### src/pkg/boot_guard_pkg.sv
// package for the boot flash access guard
// assumes a word-addressed program flash split into application and boot sections
package boot_guard_pkg;

  // ----------------------------------------------------------------
  // flash geometry
  // ----------------------------------------------------------------
  localparam int unsigned WORD_ADDR_BITS = 15;
  localparam int unsigned PAGE_WORD_BITS = 6;
  localparam int unsigned PAGE_NUM_BITS = WORD_ADDR_BITS - PAGE_WORD_BITS;

  // first word of the boot loader section, also the boot reset vector
  localparam logic [14:0] BOOT_START_WORD = 15'h3800;
  // first word of the no-read-while-write section
  localparam logic [14:0] NO_READ_WHILE_WRITE_SECTION_START_WORD = 15'h3800;
  // application reset vector
  localparam logic [14:0] APP_RESET_WORD = 15'h0000;

  // ----------------------------------------------------------------
  // protection field encodings (1 = unprogrammed, 0 = programmed)
  // ----------------------------------------------------------------
  localparam logic [1:0] PROT_FIELD_ERASED = 2'h3;
  localparam logic [1:0] PROT_RESET = 2'h3;

  // positions of the protection bits in the lock data byte
  localparam int unsigned LOCK_APP_LO_POS = 2;
  localparam int unsigned LOCK_APP_HI_POS = 3;
  localparam int unsigned LOCK_BOOT_LO_POS = 4;
  localparam int unsigned LOCK_BOOT_HI_POS = 5;

  // value returned by a refused load
  localparam logic [7:0] BLOCKED_READ_BYTE = 8'hFF;
  localparam logic [7:0] LOAD_DATA_RESET = 8'h00;

  // ----------------------------------------------------------------
  // store instruction operations
  // ----------------------------------------------------------------
  typedef enum logic [1:0]
  {
    STORE_FILL = 2'h0,
    STORE_ERASE = 2'h1,
    STORE_WRITE = 2'h2,
    STORE_LOCK_SET = 2'h3
  } store_op_t;

  // programming engine states
  typedef enum logic [1:0]
  {
    ENG_IDLE,
    ENG_RWW_BUSY,
    ENG_NO_READ_WHILE_WRITE_SECTION_BUSY
  } engine_state_t;

endpackage : boot_guard_pkg

### src/verilog/boot_flash_access_guard.sv
// boot flash access guard: section protection, read-while-write control,
// reset vector selection and pointer splitting for self-programming.
// assumes a flash macro on the same clock with a one-cycle start pulse and a
// done pulse, combinational word read, and a core that holds requests one cycle.
//
// Summary of operation
// - programming the rww section never stalls the core; no_read_while_write_section stays readable
// - programming the no_read_while_write_section section stalls the core until the operation ends
// - separate application and boot protection fields, set independently
// - protection bits only get programmed; chip erase restores ones, reset reloads the nonvolatile levels
// - the general write lock does not gate store-instruction programming
// - the general read/write lock does not gate loads or stores
// - protection bit one means unprogrammed, zero means programmed
// - application field 10 or 00 blocks stores into the application section
// - application field 00 or 01 blocks boot-side loads of the application
// - application field 00/01 with boot vectors masks interrupts in application
// - boot field 10 or 00 blocks stores into the boot section
// - boot field 00 or 01 blocks application-side loads of the boot section
// - boot field 00/01 with application vectors masks interrupts in boot
// - reset vector is word zero unprogrammed, boot start when fuse programmed
// - the core has no path to change any fuse
// - target address is the pointer, high byte over low byte
// - low pointer bits index the word in a page, high bits the page
// - target page is latched when a programming operation starts
// - setting protection bits ignores the pointer entirely
// - loads address bytes, pointer bit zero picks low or high byte
// - stores start programming only when executed from the boot section
// - rww busy flag reads one while the rww section is blocked
`timescale 1ns/1ps
`default_nettype none

module boot_flash_access_guard
  import boot_guard_pkg::*;
(
  input wire logic clock_in,
  input wire logic rst_in,
  // nonvolatile protection and fuse levels, from outside the clock domain
  input wire logic app_protect_bit_hi_in,
  input wire logic app_protect_bit_lo_in,
  input wire logic boot_protect_bit_hi_in,
  input wire logic boot_protect_bit_lo_in,
  input wire logic boot_reset_select_fuse_in,
  // chip erase level from the programming interface
  input wire logic chip_erase_in,
  // core side
  input wire logic [14:0] exec_word_addr_in,
  input wire logic vectors_in_boot_in,
  input wire logic [7:0] pointer_high_byte_in,
  input wire logic [7:0] pointer_low_byte_in,
  input wire logic program_store_instr_in,
  input wire logic [1:0] store_op_in,
  input wire logic [7:0] lock_data_in,
  input wire logic load_req_in,
  input wire logic fetch_req_in,
  input wire logic rww_reenable_in,
  output logic stall_core_out,
  output logic rww_busy_flag_out,
  output logic irq_block_out,
  output logic [14:0] reset_vector_out,
  output logic load_valid_out,
  output logic [7:0] load_data_out,
  output logic fetch_blocked_out,
  output logic [1:0] app_protect_out,
  output logic [1:0] boot_protect_out,
  // flash macro side
  output logic [14:0] flash_read_addr_out,
  input wire logic [15:0] flash_read_data_in,
  output logic flash_erase_start_out,
  output logic flash_write_start_out,
  output logic [8:0] flash_page_out,
  output logic buffer_fill_out,
  output logic [5:0] buffer_word_out,
  input wire logic flash_done_in
);

  // ----------------------------------------------------------------
  // declarations
  // ----------------------------------------------------------------
  logic [4:0] nv_meta;
  logic [4:0] nv_sync;
  logic erase_meta;
  logic erase_sync;
  logic erase_seen;
  logic [1:0] capture_count;
  logic capture_now;
  logic [1:0] app_protect;
  logic [1:0] boot_protect;
  logic boot_fuse_programmed;
  engine_state_t state;
  logic rww_busy;
  logic [15:0] pointer;
  logic [14:0] target_word;
  logic [8:0] target_page;
  logic exec_in_boot;
  logic target_in_boot;
  logic target_in_no_read_while_write_section;
  logic store_allowed;
  logic program_req;
  logic store_blocked;
  logic load_blocked;
  logic next_irq_block;

  // ----------------------------------------------------------------
  // synchronisers for nonvolatile levels and chip erase
  // ----------------------------------------------------------------
  // two flops ahead of any logic; first stage feeds only the second
  always_ff @(posedge clock_in or posedge rst_in)
  begin
    if (rst_in)
    begin
      nv_meta <= 5'h1F;
      nv_sync <= 5'h1F;
      erase_meta <= 1'b0;
      erase_sync <= 1'b0;
      erase_seen <= 1'b0;
    end
    else
    begin
      nv_meta <= {app_protect_bit_hi_in, app_protect_bit_lo_in, boot_protect_bit_hi_in,
                  boot_protect_bit_lo_in, boot_reset_select_fuse_in};
      nv_sync <= nv_meta;
      erase_meta <= chip_erase_in;
      erase_sync <= erase_meta;
      erase_seen <= erase_sync;
    end
  end

  // ----------------------------------------------------------------
  // capture flag: fields are loaded once after reset release
  // ----------------------------------------------------------------
  // wait two cycles so the synchronised values are settled, then saturate
  always_ff @(posedge clock_in or posedge rst_in)
  begin
    if (rst_in)
    begin
      capture_count <= 2'h0;
    end
    else if (capture_count != 2'h3)
    begin
      capture_count <= capture_count + 2'h1;
    end
  end

  assign capture_now = (capture_count == 2'h2); // one capture per reset

  // ----------------------------------------------------------------
  // protection fields
  // ----------------------------------------------------------------
  // bits can only go from one to zero by software; chip erase sets them;
  // the boot fuse is sampled with them and has no core write path
  always_ff @(posedge clock_in or posedge rst_in)
  begin
    if (rst_in)
    begin
      app_protect <= PROT_RESET;
      boot_protect <= PROT_RESET;
      boot_fuse_programmed <= 1'b0;
    end
    else if (capture_now)
    begin
      app_protect <= nv_sync[4:3];
      boot_protect <= nv_sync[2:1];
      boot_fuse_programmed <= !nv_sync[0];
    end
    else if (erase_sync && !erase_seen)
    begin
      app_protect <= PROT_FIELD_ERASED;
      boot_protect <= PROT_FIELD_ERASED;
    end
    else if (program_req && store_op_t'(store_op_in) == STORE_LOCK_SET)
    begin
      // pointer is not consulted here
      app_protect <= app_protect & {lock_data_in[LOCK_APP_HI_POS],
                                    lock_data_in[LOCK_APP_LO_POS]};
      boot_protect <= boot_protect & {lock_data_in[LOCK_BOOT_HI_POS],
                                      lock_data_in[LOCK_BOOT_LO_POS]};
    end
  end

  // ----------------------------------------------------------------
  // address decode
  // ----------------------------------------------------------------
  // pointer is a byte address; store targets drop bit zero
  assign pointer = {pointer_high_byte_in, pointer_low_byte_in};
  assign target_word = pointer[15:1];
  assign target_page = target_word[14:PAGE_WORD_BITS];
  assign exec_in_boot = (exec_word_addr_in >= BOOT_START_WORD);
  assign target_in_boot = (target_word >= BOOT_START_WORD);
  assign target_in_no_read_while_write_section = (target_word >= NO_READ_WHILE_WRITE_SECTION_START_WORD);

  // ----------------------------------------------------------------
  // store permission
  // ----------------------------------------------------------------
  // general lock modes are not inputs here, so they cannot gate stores
  assign program_req = program_store_instr_in && exec_in_boot;
  // a programmed low bit (field 10 or 00) refuses store writes; 01 only fences loads
  assign store_blocked = target_in_boot ? !boot_protect[0]
                                        : !app_protect[0];
  assign store_allowed = program_req && !store_blocked && state == ENG_IDLE;

  // ----------------------------------------------------------------
  // programming engine
  // ----------------------------------------------------------------
  // one operation at a time; section decides stall or read-while-write
  always_ff @(posedge clock_in or posedge rst_in)
  begin
    if (rst_in)
    begin
      state <= ENG_IDLE;
    end
    else
    begin
      case (state)
        ENG_IDLE:
        begin
          if (store_allowed && (store_op_t'(store_op_in) == STORE_ERASE ||
                                store_op_t'(store_op_in) == STORE_WRITE))
          begin
            state <= target_in_no_read_while_write_section ? ENG_NO_READ_WHILE_WRITE_SECTION_BUSY : ENG_RWW_BUSY;
          end
        end
        ENG_RWW_BUSY, ENG_NO_READ_WHILE_WRITE_SECTION_BUSY:
        begin
          if (flash_done_in)
          begin
            state <= ENG_IDLE;
          end
        end
        default:
        begin
          state <= ENG_IDLE;
        end
      endcase
    end
  end

  // start pulses and latched page for the flash macro
  always_ff @(posedge clock_in or posedge rst_in)
  begin
    if (rst_in)
    begin
      flash_erase_start_out <= 1'b0;
      flash_write_start_out <= 1'b0;
      flash_page_out <= 9'h000;
    end
    else
    begin
      flash_erase_start_out <= store_allowed && store_op_t'(store_op_in) == STORE_ERASE;
      flash_write_start_out <= store_allowed && store_op_t'(store_op_in) == STORE_WRITE;
      if (store_allowed && (store_op_t'(store_op_in) == STORE_ERASE ||
                            store_op_t'(store_op_in) == STORE_WRITE))
      begin
        flash_page_out <= target_page;
      end
    end
  end

  // temporary buffer fill, word index from the low pointer bits
  always_ff @(posedge clock_in or posedge rst_in)
  begin
    if (rst_in)
    begin
      buffer_fill_out <= 1'b0;
      buffer_word_out <= 6'h00;
    end
    else
    begin
      buffer_fill_out <= program_req && state == ENG_IDLE &&
                         store_op_t'(store_op_in) == STORE_FILL;
      buffer_word_out <= target_word[PAGE_WORD_BITS-1:0];
    end
  end

  // ----------------------------------------------------------------
  // read-while-write busy flag
  // ----------------------------------------------------------------
  // set on start of rww programming, cleared by software after completion
  always_ff @(posedge clock_in or posedge rst_in)
  begin
    if (rst_in)
    begin
      rww_busy <= 1'b0;
    end
    else if (store_allowed && !target_in_no_read_while_write_section && (store_op_t'(store_op_in) == STORE_ERASE ||
                                                  store_op_t'(store_op_in) == STORE_WRITE))
    begin
      rww_busy <= 1'b1;
    end
    else if (rww_reenable_in && state != ENG_RWW_BUSY)
    begin
      rww_busy <= 1'b0;
    end
  end

  assign rww_busy_flag_out = rww_busy;
  assign stall_core_out = (state == ENG_NO_READ_WHILE_WRITE_SECTION_BUSY);

  // ----------------------------------------------------------------
  // load and fetch access
  // ----------------------------------------------------------------
  // cross-section reads refused by the protection high bit being zero
  assign load_blocked = (exec_in_boot && !target_in_boot && !app_protect[1]) ||
                        (!exec_in_boot && target_in_boot && !boot_protect[1]) ||
                        (rww_busy && !target_in_no_read_while_write_section);

  assign flash_read_addr_out = target_word;
  assign fetch_blocked_out = fetch_req_in && rww_busy &&
                             (exec_word_addr_in < NO_READ_WHILE_WRITE_SECTION_START_WORD);

  // byte selected by pointer bit zero; refused reads give a fixed byte
  always_ff @(posedge clock_in or posedge rst_in)
  begin
    if (rst_in)
    begin
      load_valid_out <= 1'b0;
      load_data_out <= LOAD_DATA_RESET;
    end
    else
    begin
      load_valid_out <= load_req_in;
      if (load_req_in && load_blocked)
      begin
        load_data_out <= BLOCKED_READ_BYTE;
      end
      else if (load_req_in)
      begin
        load_data_out <= pointer[0] ? flash_read_data_in[15:8]
                                    : flash_read_data_in[7:0];
      end
    end
  end

  // ----------------------------------------------------------------
  // interrupt masking and reset vector
  // ----------------------------------------------------------------
  // mask interrupts away from the vector section when the executing section is load-fenced
  assign next_irq_block = (!app_protect[1] && vectors_in_boot_in && !exec_in_boot) ||
                          (!boot_protect[1] && !vectors_in_boot_in && exec_in_boot);

  always_ff @(posedge clock_in or posedge rst_in)
  begin
    if (rst_in)
    begin
      irq_block_out <= 1'b0;
      reset_vector_out <= APP_RESET_WORD;
    end
    else
    begin
      irq_block_out <= next_irq_block;
      reset_vector_out <= boot_fuse_programmed ? BOOT_START_WORD : APP_RESET_WORD;
    end
  end

  assign app_protect_out = app_protect;
  assign boot_protect_out = boot_protect;

endmodule : boot_flash_access_guard

`default_nettype wire

### config.mk
export PLATFORM = sky130hd
export DESIGN_NAME = boot_flash_access_guard
export DESIGN_NICKNAME = d
export VERILOG_FILES = /design/src/pkg/boot_guard_pkg.sv /design/src/verilog/boot_flash_access_guard.sv
export SDC_FILE = /design/constraint.sdc
export NUM_CORES = 1
export LEC_CHECK = 0
export ABC_AREA = 1
export BUFFER_PORTS_ARGS = -buffer_cell sky130_fd_sc_hd__buf_2
export CAP_MARGIN = 20
export CORE_MARGIN = 2
export CORE_UTILIZATION = 43
export CTS_CLUSTER_DIAMETER = 200
export CTS_CLUSTER_SIZE = 20
export DETAILED_ROUTE_END_ITERATION = 16
export PLACE_DENSITY = 0.8
export SLEW_MARGIN = 20
export SYNTH_ARGS = -nofsm -noshare
export SYNTH_HDL_FRONTEND = slang
export SYNTH_SLANG_ARGS = --single-unit
### constraint.sdc
create_clock -name clock_in -period 2.15 [get_ports clock_in]
set_input_delay 0.43 -clock clock_in [delete_from_list [all_inputs] [get_ports clock_in]]
set_output_delay 0.43 -clock clock_in [all_outputs]
set_load 0.005 [all_outputs]
==> results of run 1 <==
[state kept, by name, indices dropped and copies added (netlist names), 2 cells and up]
register / flops
flash_page_out: 9
load_data_out: 8
buffer_word_out: 6
nv_meta: 5
nv_sync: 5
app_protect_out: 2
boot_protect_out: 2
capture_count: 2
state: 2
[final cells by class]
type | count | share of cell area
clock buffer | 6 | 0.0251
clock inverter | 2 | 0.0134
inverter | 30 | 0.0394
multi-input combinational | 125 | 0.243
sequential | 52 | 0.457
tap | 70 | 0.0303
timing repair buffer | 110 | 0.192
[synthesized netlist by cell type (all sizes together) (3+ instances only)]
master	n	area [µm²]
nand2	44	180
dfrtp	38	951
buf	30	229
inv	29	109
nor2	17	71.3
o21ai	15	82.6
dfstp	14	368
ha	9	113
nand3	9	67.6
o221ai	8	70.1
o22ai	4	25.0
a21oi	3	15.0
[power groups by stage]
| stage | clock [mW] | sequential [mW] | combinational [mW] |
|---|---|---|---|
| finish | 0.650 | 1.21 | 0.534 |
| global route | 0.713 | 1.24 | 0.604 |
| CTS | 0.679 | 1.21 | 0.547 |
| detailed placement | 0 | 1.23 | 0.544 |
| global placement | 0 | 1.23 | 0.518 |
| floorplan | 0 | 1.24 | 0.304 |
[worst min-delay path by stage]
stage	endpoint	slack [ns]	startpoint	depth (start not counted)
3_5_place_dp	nv_sync[4]	0.35	nv_meta[4]	0
3_3_place_gp	erase_sync	0.33	erase_meta	0
2_1_floorplan	erase_sync	0.33	erase_meta	0
5_1_grt	buffer_word_out[3]	0.14	rst_in	2
6_report	buffer_word_out[3]	0.12	rst_in	2
4_1_cts	buffer_word_out[3]	0.12	rst_in	2
[kinds of logic after synthesis]
family                     share of synthesized area
buffers and inverters                          0.149
xor gates and xnor gates                     0.00377
AOI/OAI and AO/OA                             0.0893
adders and majority gates                     0.0484
and+or+nand+nor                                0.140
other                                        0.00161
DFF                                            0.567
[critical path: cells and delay by family, from the launching register on]
kind                       cells  cell delay, ns
buffers and inverters          2            0.20
DFF                            1            0.38
adders and majority gates      1            0.20
[per-layer routing]
metal / part of all wire / track usage / routed length [µm] / up-vias
li1: - / - / - / 874
met1: 0.40 / 0.180 / 1760 / 798
met2: 0.50 / 0.265 / 2210 / 75
met3: 0.088 / 0.0523 / 389 / 6
met4: 0.012 / 0.0518 / 54 / 0
met5: 0 / 0 / 0 / -
[per-stage QoR]
stage               power [mW]  instances  setup WS, ns
floorplan                 1.55        238         0.485
global placement          1.75        387         0.600
detailed placement        1.78        387         0.557
CTS                       2.44        395         0.635
global route              2.56        395         0.549
finish                    2.40        395         0.659
==> reports/metrics.yaml, run 1 <==
routed_wl_mm: 4.41
drtIter0Drc: 54
die_w_um: 77.5
cp-start-kind: "register"
routedWlPerCell_um: 11.2
boundaryPins: 136
fin_setup_tns_ns: 0
final_nets: 404
post-route-util: 0.558
powerDensity_mw_per_mm2: 830
synth_edf_count: 0
period_share: 0.693
cts_resized: 0
ys_warn_count: 0
hold_slack_ns: 0.115
place.gp.congestion: 0.767
regArea_mm2: 0.00132
n_fill_cell: 462
initial_utilization: 0.449
synth_ff_type: "dfrtp_1"
final_cell_area_mm2: 0.00289
crit_chain: "inv_1, ha_1, buf_2"
postCtsSetupRepairBufs: 0
layout_common_cells: "108 x buf_2, 40 x nand2_1, 38 x dfrtp_1"
syn_inst: 227
htreeDepth: 2
vias: 1753
core-area_mm2: 0.00517
async_reset_ff_frac: 1.00
hold_violations: 0
cp-end-kind: "primary output"
clk_pin_slew_ns: 0.09
clockBufferDepth: 2
hold_class: "in -> async"
grt_overflow_total: 0
ys_types: 26
clkSinkCount: 52
switching_power_uw: 661
grt_pass1_wl_mm: 7.37
ys_seq_area_frac: 0.567
antenna_found_initial: 0
switching_share: 0.276
crit_start: "state[0]"
grt_max_degree: 24
setup_viol: 0
seq_power_share: 0.506
crit_type: "reg -> out"
timing.rr.end: "state[0]"
portBuffers: 108
drt_drc_violations_left: 0
vias_per_cell: 4.44
maxSlewViolCount: 0
layout_commonest_cell: "buf_2"
track_usage: 0.154
crit_fanout: 3
avgSynthCellArea_um2: 10.2
ant_nets: 0
min_period_ns: 1.49
num_antenna_cells: 0
cts_tree: "done"
fmax_ghz: 0.671
vdd_drop_max_mv: 0.488
ff2ff_setup_slack_ns: 0.67
outcome: "complete, no violations"
grt_pass1_vias: 1706
p_leak_nw: 1.60
crit_path_max_incr_delay_ns: 0.38
clock-root-buffer: "clkbuf_8"
numCtsBuffers: 5
drive_above_1_share: 0.440
fp-row-count: 26
cp.required_ns: 1.72
dieArea_mm2: 0.00601
crit_end: "stall_core_out"
multiInputGateArea_um2: 701
cp_slowest_cell: "dfrtp_1"
clkPwrFrac: 0.271
clk_latency_ns: 0.29
ys_ff_latch: 52
detailed_place_hpwl_mm: 3.52
reg2regPathDepth: 9
r2r_start: "state[0]"
dpl_cell_area_mm2: 0.00278
cp.arrival_ns: 1.06
cellInternalPower_mw: 1.74
dr.pass1.iters: 4
cap_violations: 0
combPwrFrac: 0.223
holdBufCountCts: 0
syn_area_mm2: 0.00232
area.growth.synth_to_final_pct: 24.2
worst_clock_skew_ns: 0.00846
rsz0062_at_grt: "no"
die_h_um: 77.5
Note: power is estimated with default switching activity, not from simulation.
==> inputs of run 2 (changes only) <==
ABC_AREA = 0   (was 1)
CORE_UTILIZATION = 39   (was 43)
PLACE_DENSITY = 0.77   (was 0.8)
clock period = 1.35 ns   (was 2.15 ns; I/O delays follow)
==> reports/metrics.yaml, run 2 <==
synth_ff_type: "dfrtp_1"
switching_share: 0.269
grt_pass1_vias: 1609
setup_viol: 12
cp-start-kind: "register"
crit_type: "reg -> reg"
grt_overflow_total: 0
use_met1: 0.200
top_register: "flash_page_out"
ys_seq_area_frac: 0.580
ant_nets: 0
powerDensity_mw_per_mm2: 1320
grt_max_degree: 27
worst_clock_skew_ns: 0.00428
hold_violations: 0
rsz0062_at_grt: "yes"
netlist.area_leader.share: 0.418
syn_area_mm2: 0.00227
maxSlewViolCount: 0
boundaryPins: 136
detailed_place_hpwl_mm: 3.54
cp-end-kind: "register"
pre_cts_slack_ns: -0.433
dr.pass1.iters: 4
violations: "negative setup slack"
final_nets: 387
drtIter0Drc: 54
fin_setup_tns_ns: -1.17
layout_common_cells: "106 x buf_2, 38 x dfrtp_1, 24 x buf_4"
clock-root-buffer: "clkbuf_8"
cp.required_ns: 1.54
p_leak_nw: 1.63
drive_above_1_share: 0.601
track_usage: 0.154
ys_ff_latch: 52
htreeDepth: 2
period_share: 1.09
crit_path_max_incr_delay_ns: 0.55
clkPwrFrac: 0.224
clockBufferDepth: 2
cts_tree: "done"
async_reset_ff_frac: 1.00
grt_pass1_wl_mm: 7.59
seq_power_share: 0.468
hold_class: "in -> async"
syn_inst: 183
layout_commonest_cell: "buf_2"
ys_types: 32
cap_violations: 0
routedWlPerCell_um: 12.5
reg2regPathDepth: 4
combPwrFrac: 0.308
vias: 1702
min_period_ns: 1.47
initial_utilization: 0.408
cp.depth: 4
cp_slowest_cell: "dfstp_2"
die_w_um: 80.4
ys_warn_count: 0
die_h_um: 80.4
drt_drc_violations_left: 0
grtUsageMet2: 0.248
area.growth.synth_to_final_pct: 40.1
crit_fanout: 6
yosys.area.top_type: "dfrtp_1"
busiest_layer: "met2"
n_fill_cell: 480
synthTopCellsByArea: "dfrtp_1 42%, dfstp_2 16%, buf_4 9.9%"
hold_slack_ns: 0.0323
largest_reg_flops: 9
clk_pin_slew_ns: 0.09
num_antenna_cells: 0
antenna_found_initial: 0
critical_path.top_delay_family: "flip-flops"
ff2ff_setup_slack_ns: -0.12
avgSynthCellArea_um2: 12.4
outcome: "finished with violations"
timing.rr.end: "flash_page_out[2]"
switching_power_mw: 1.13
vias_per_cell: 4.48
r2r_start: "boot_protect_out[0]"
vdd_drop_max_mv: 0.722
routed_wl_mm: 4.74
portBuffers: 108
clkSinkCount: 52
cp.arrival_ns: 1.66
clk_latency_ns: 0.30
dieArea_mm2: 0.00646
synthMostInstantiatedCell: "dfrtp_1"
numCtsBuffers: 5
top_regs: "flash_page_out x9, load_data_out x8, buffer_word_out x6"
fmax_ghz: 0.679
holdBufCountCts: 0
crit_chain: "mux2i_2, nor3_4, buf_6, mux2_4"
synthTopCellsByCount: "38 x dfrtp_1, 30 x buf_4, 14 x dfstp_2, 13 x a21oi_1, 13 x nor2_1"
place.gp.congestion: 0.829
cellInternalPower_mw: 3.06
critPathBufInv: 1
grt_util_met3: 0.0427
synth_edf_count: 0
core-area_mm2: 0.00557
fp-row-count: 27
fin_ws_ns: -0.123
run 2: cell families (layout without fill, tap and decap cells):
family | after synthesis | in the layout | share of synthesized area
AO/OA/AOI/OAI | 28 | 28 | 0.0892
other | 1 | 12 | 0.00165
XOR/XNOR | 1 | 1 | 0.00385
AND/OR/NAND/NOR | 31 | 31 | 0.0682
multiplexers | 19 | 19 | 0.0886
buffers and inverters | 42 | 156 | 0.119
adder cells (fa/ha/maj) | 9 | 9 | 0.0495
flip-flops | 52 | 52 | 0.580
run 2: tightest hold or removal path: cells and delay by family:
kind | cells | cell delay, ns
buffers and inverters | 3 | 0.46
run 2: metal layers:
layer / wire (µm) / vias to the layer above
met5: 0 / -
met2: 2390 / 69
met4: 62 / 0
met3: 328 / 7
met1: 1950 / 802
li1: - / 824
run 2: power groups by stage:
stage	Sequential, mW	Combinational (mW)	Clock [mW]
floorplan	2.01	0.470	0
global placement	1.97	0.963	0
detailed placement	1.97	1.01	0
CTS	1.96	1.23	0.976
global route	2.00	1.41	1.05
finish	1.96	1.29	0.939
run 2: cell type report:
cell class	instances	area (µm²)	share of cell area
well taps	72	90.1	0.0283
multi-input cells	100	825	0.259
clock buffers	8	100	0.0314
repair buffers	138	810	0.254
flip-flops and latches	52	1320	0.414
inverters	10	41.3	0.0130
run 2: metrics by stage:
step / instance area [µm²] / utilization / instances / power (mW)
finish: 3180 / 0.571 / 380 / 4.19
global route: 3180 / 0.571 / 380 / 4.46
CTS: 3150 / 0.565 / 378 / 4.17
detailed placement: 2900 / 0.521 / 364 / 2.98
global placement: 2900 / 0.521 / 364 / 2.94
floorplan: 2340 / - / 194 / 2.48
run 2: how the worst max path moves through the flow:
| stage | endpoint | from | slack, ns |
|---|---|---|---|
| finish | flash_page_out[2] | boot_protect_out[0] | -0.12 |
| global route | flash_page_out[2] | state[0] | -0.22 |
| CTS | flash_page_out[2] | state[0] | -0.22 |
| detailed placement | flash_page_out[2] | store_op_in[0] | -0.43 |
| global placement | flash_page_out[5] | store_op_in[0] | -0.41 |
| floorplan | flash_page_out[0] | state[1] | -0.19 |
run 2: what timing repair did:
action	CTS	global route
setup endpoints to repair	15	19
resized for setup	19	9
buffers inserted	5	4
pin swaps	5	6
gates cloned	1	0
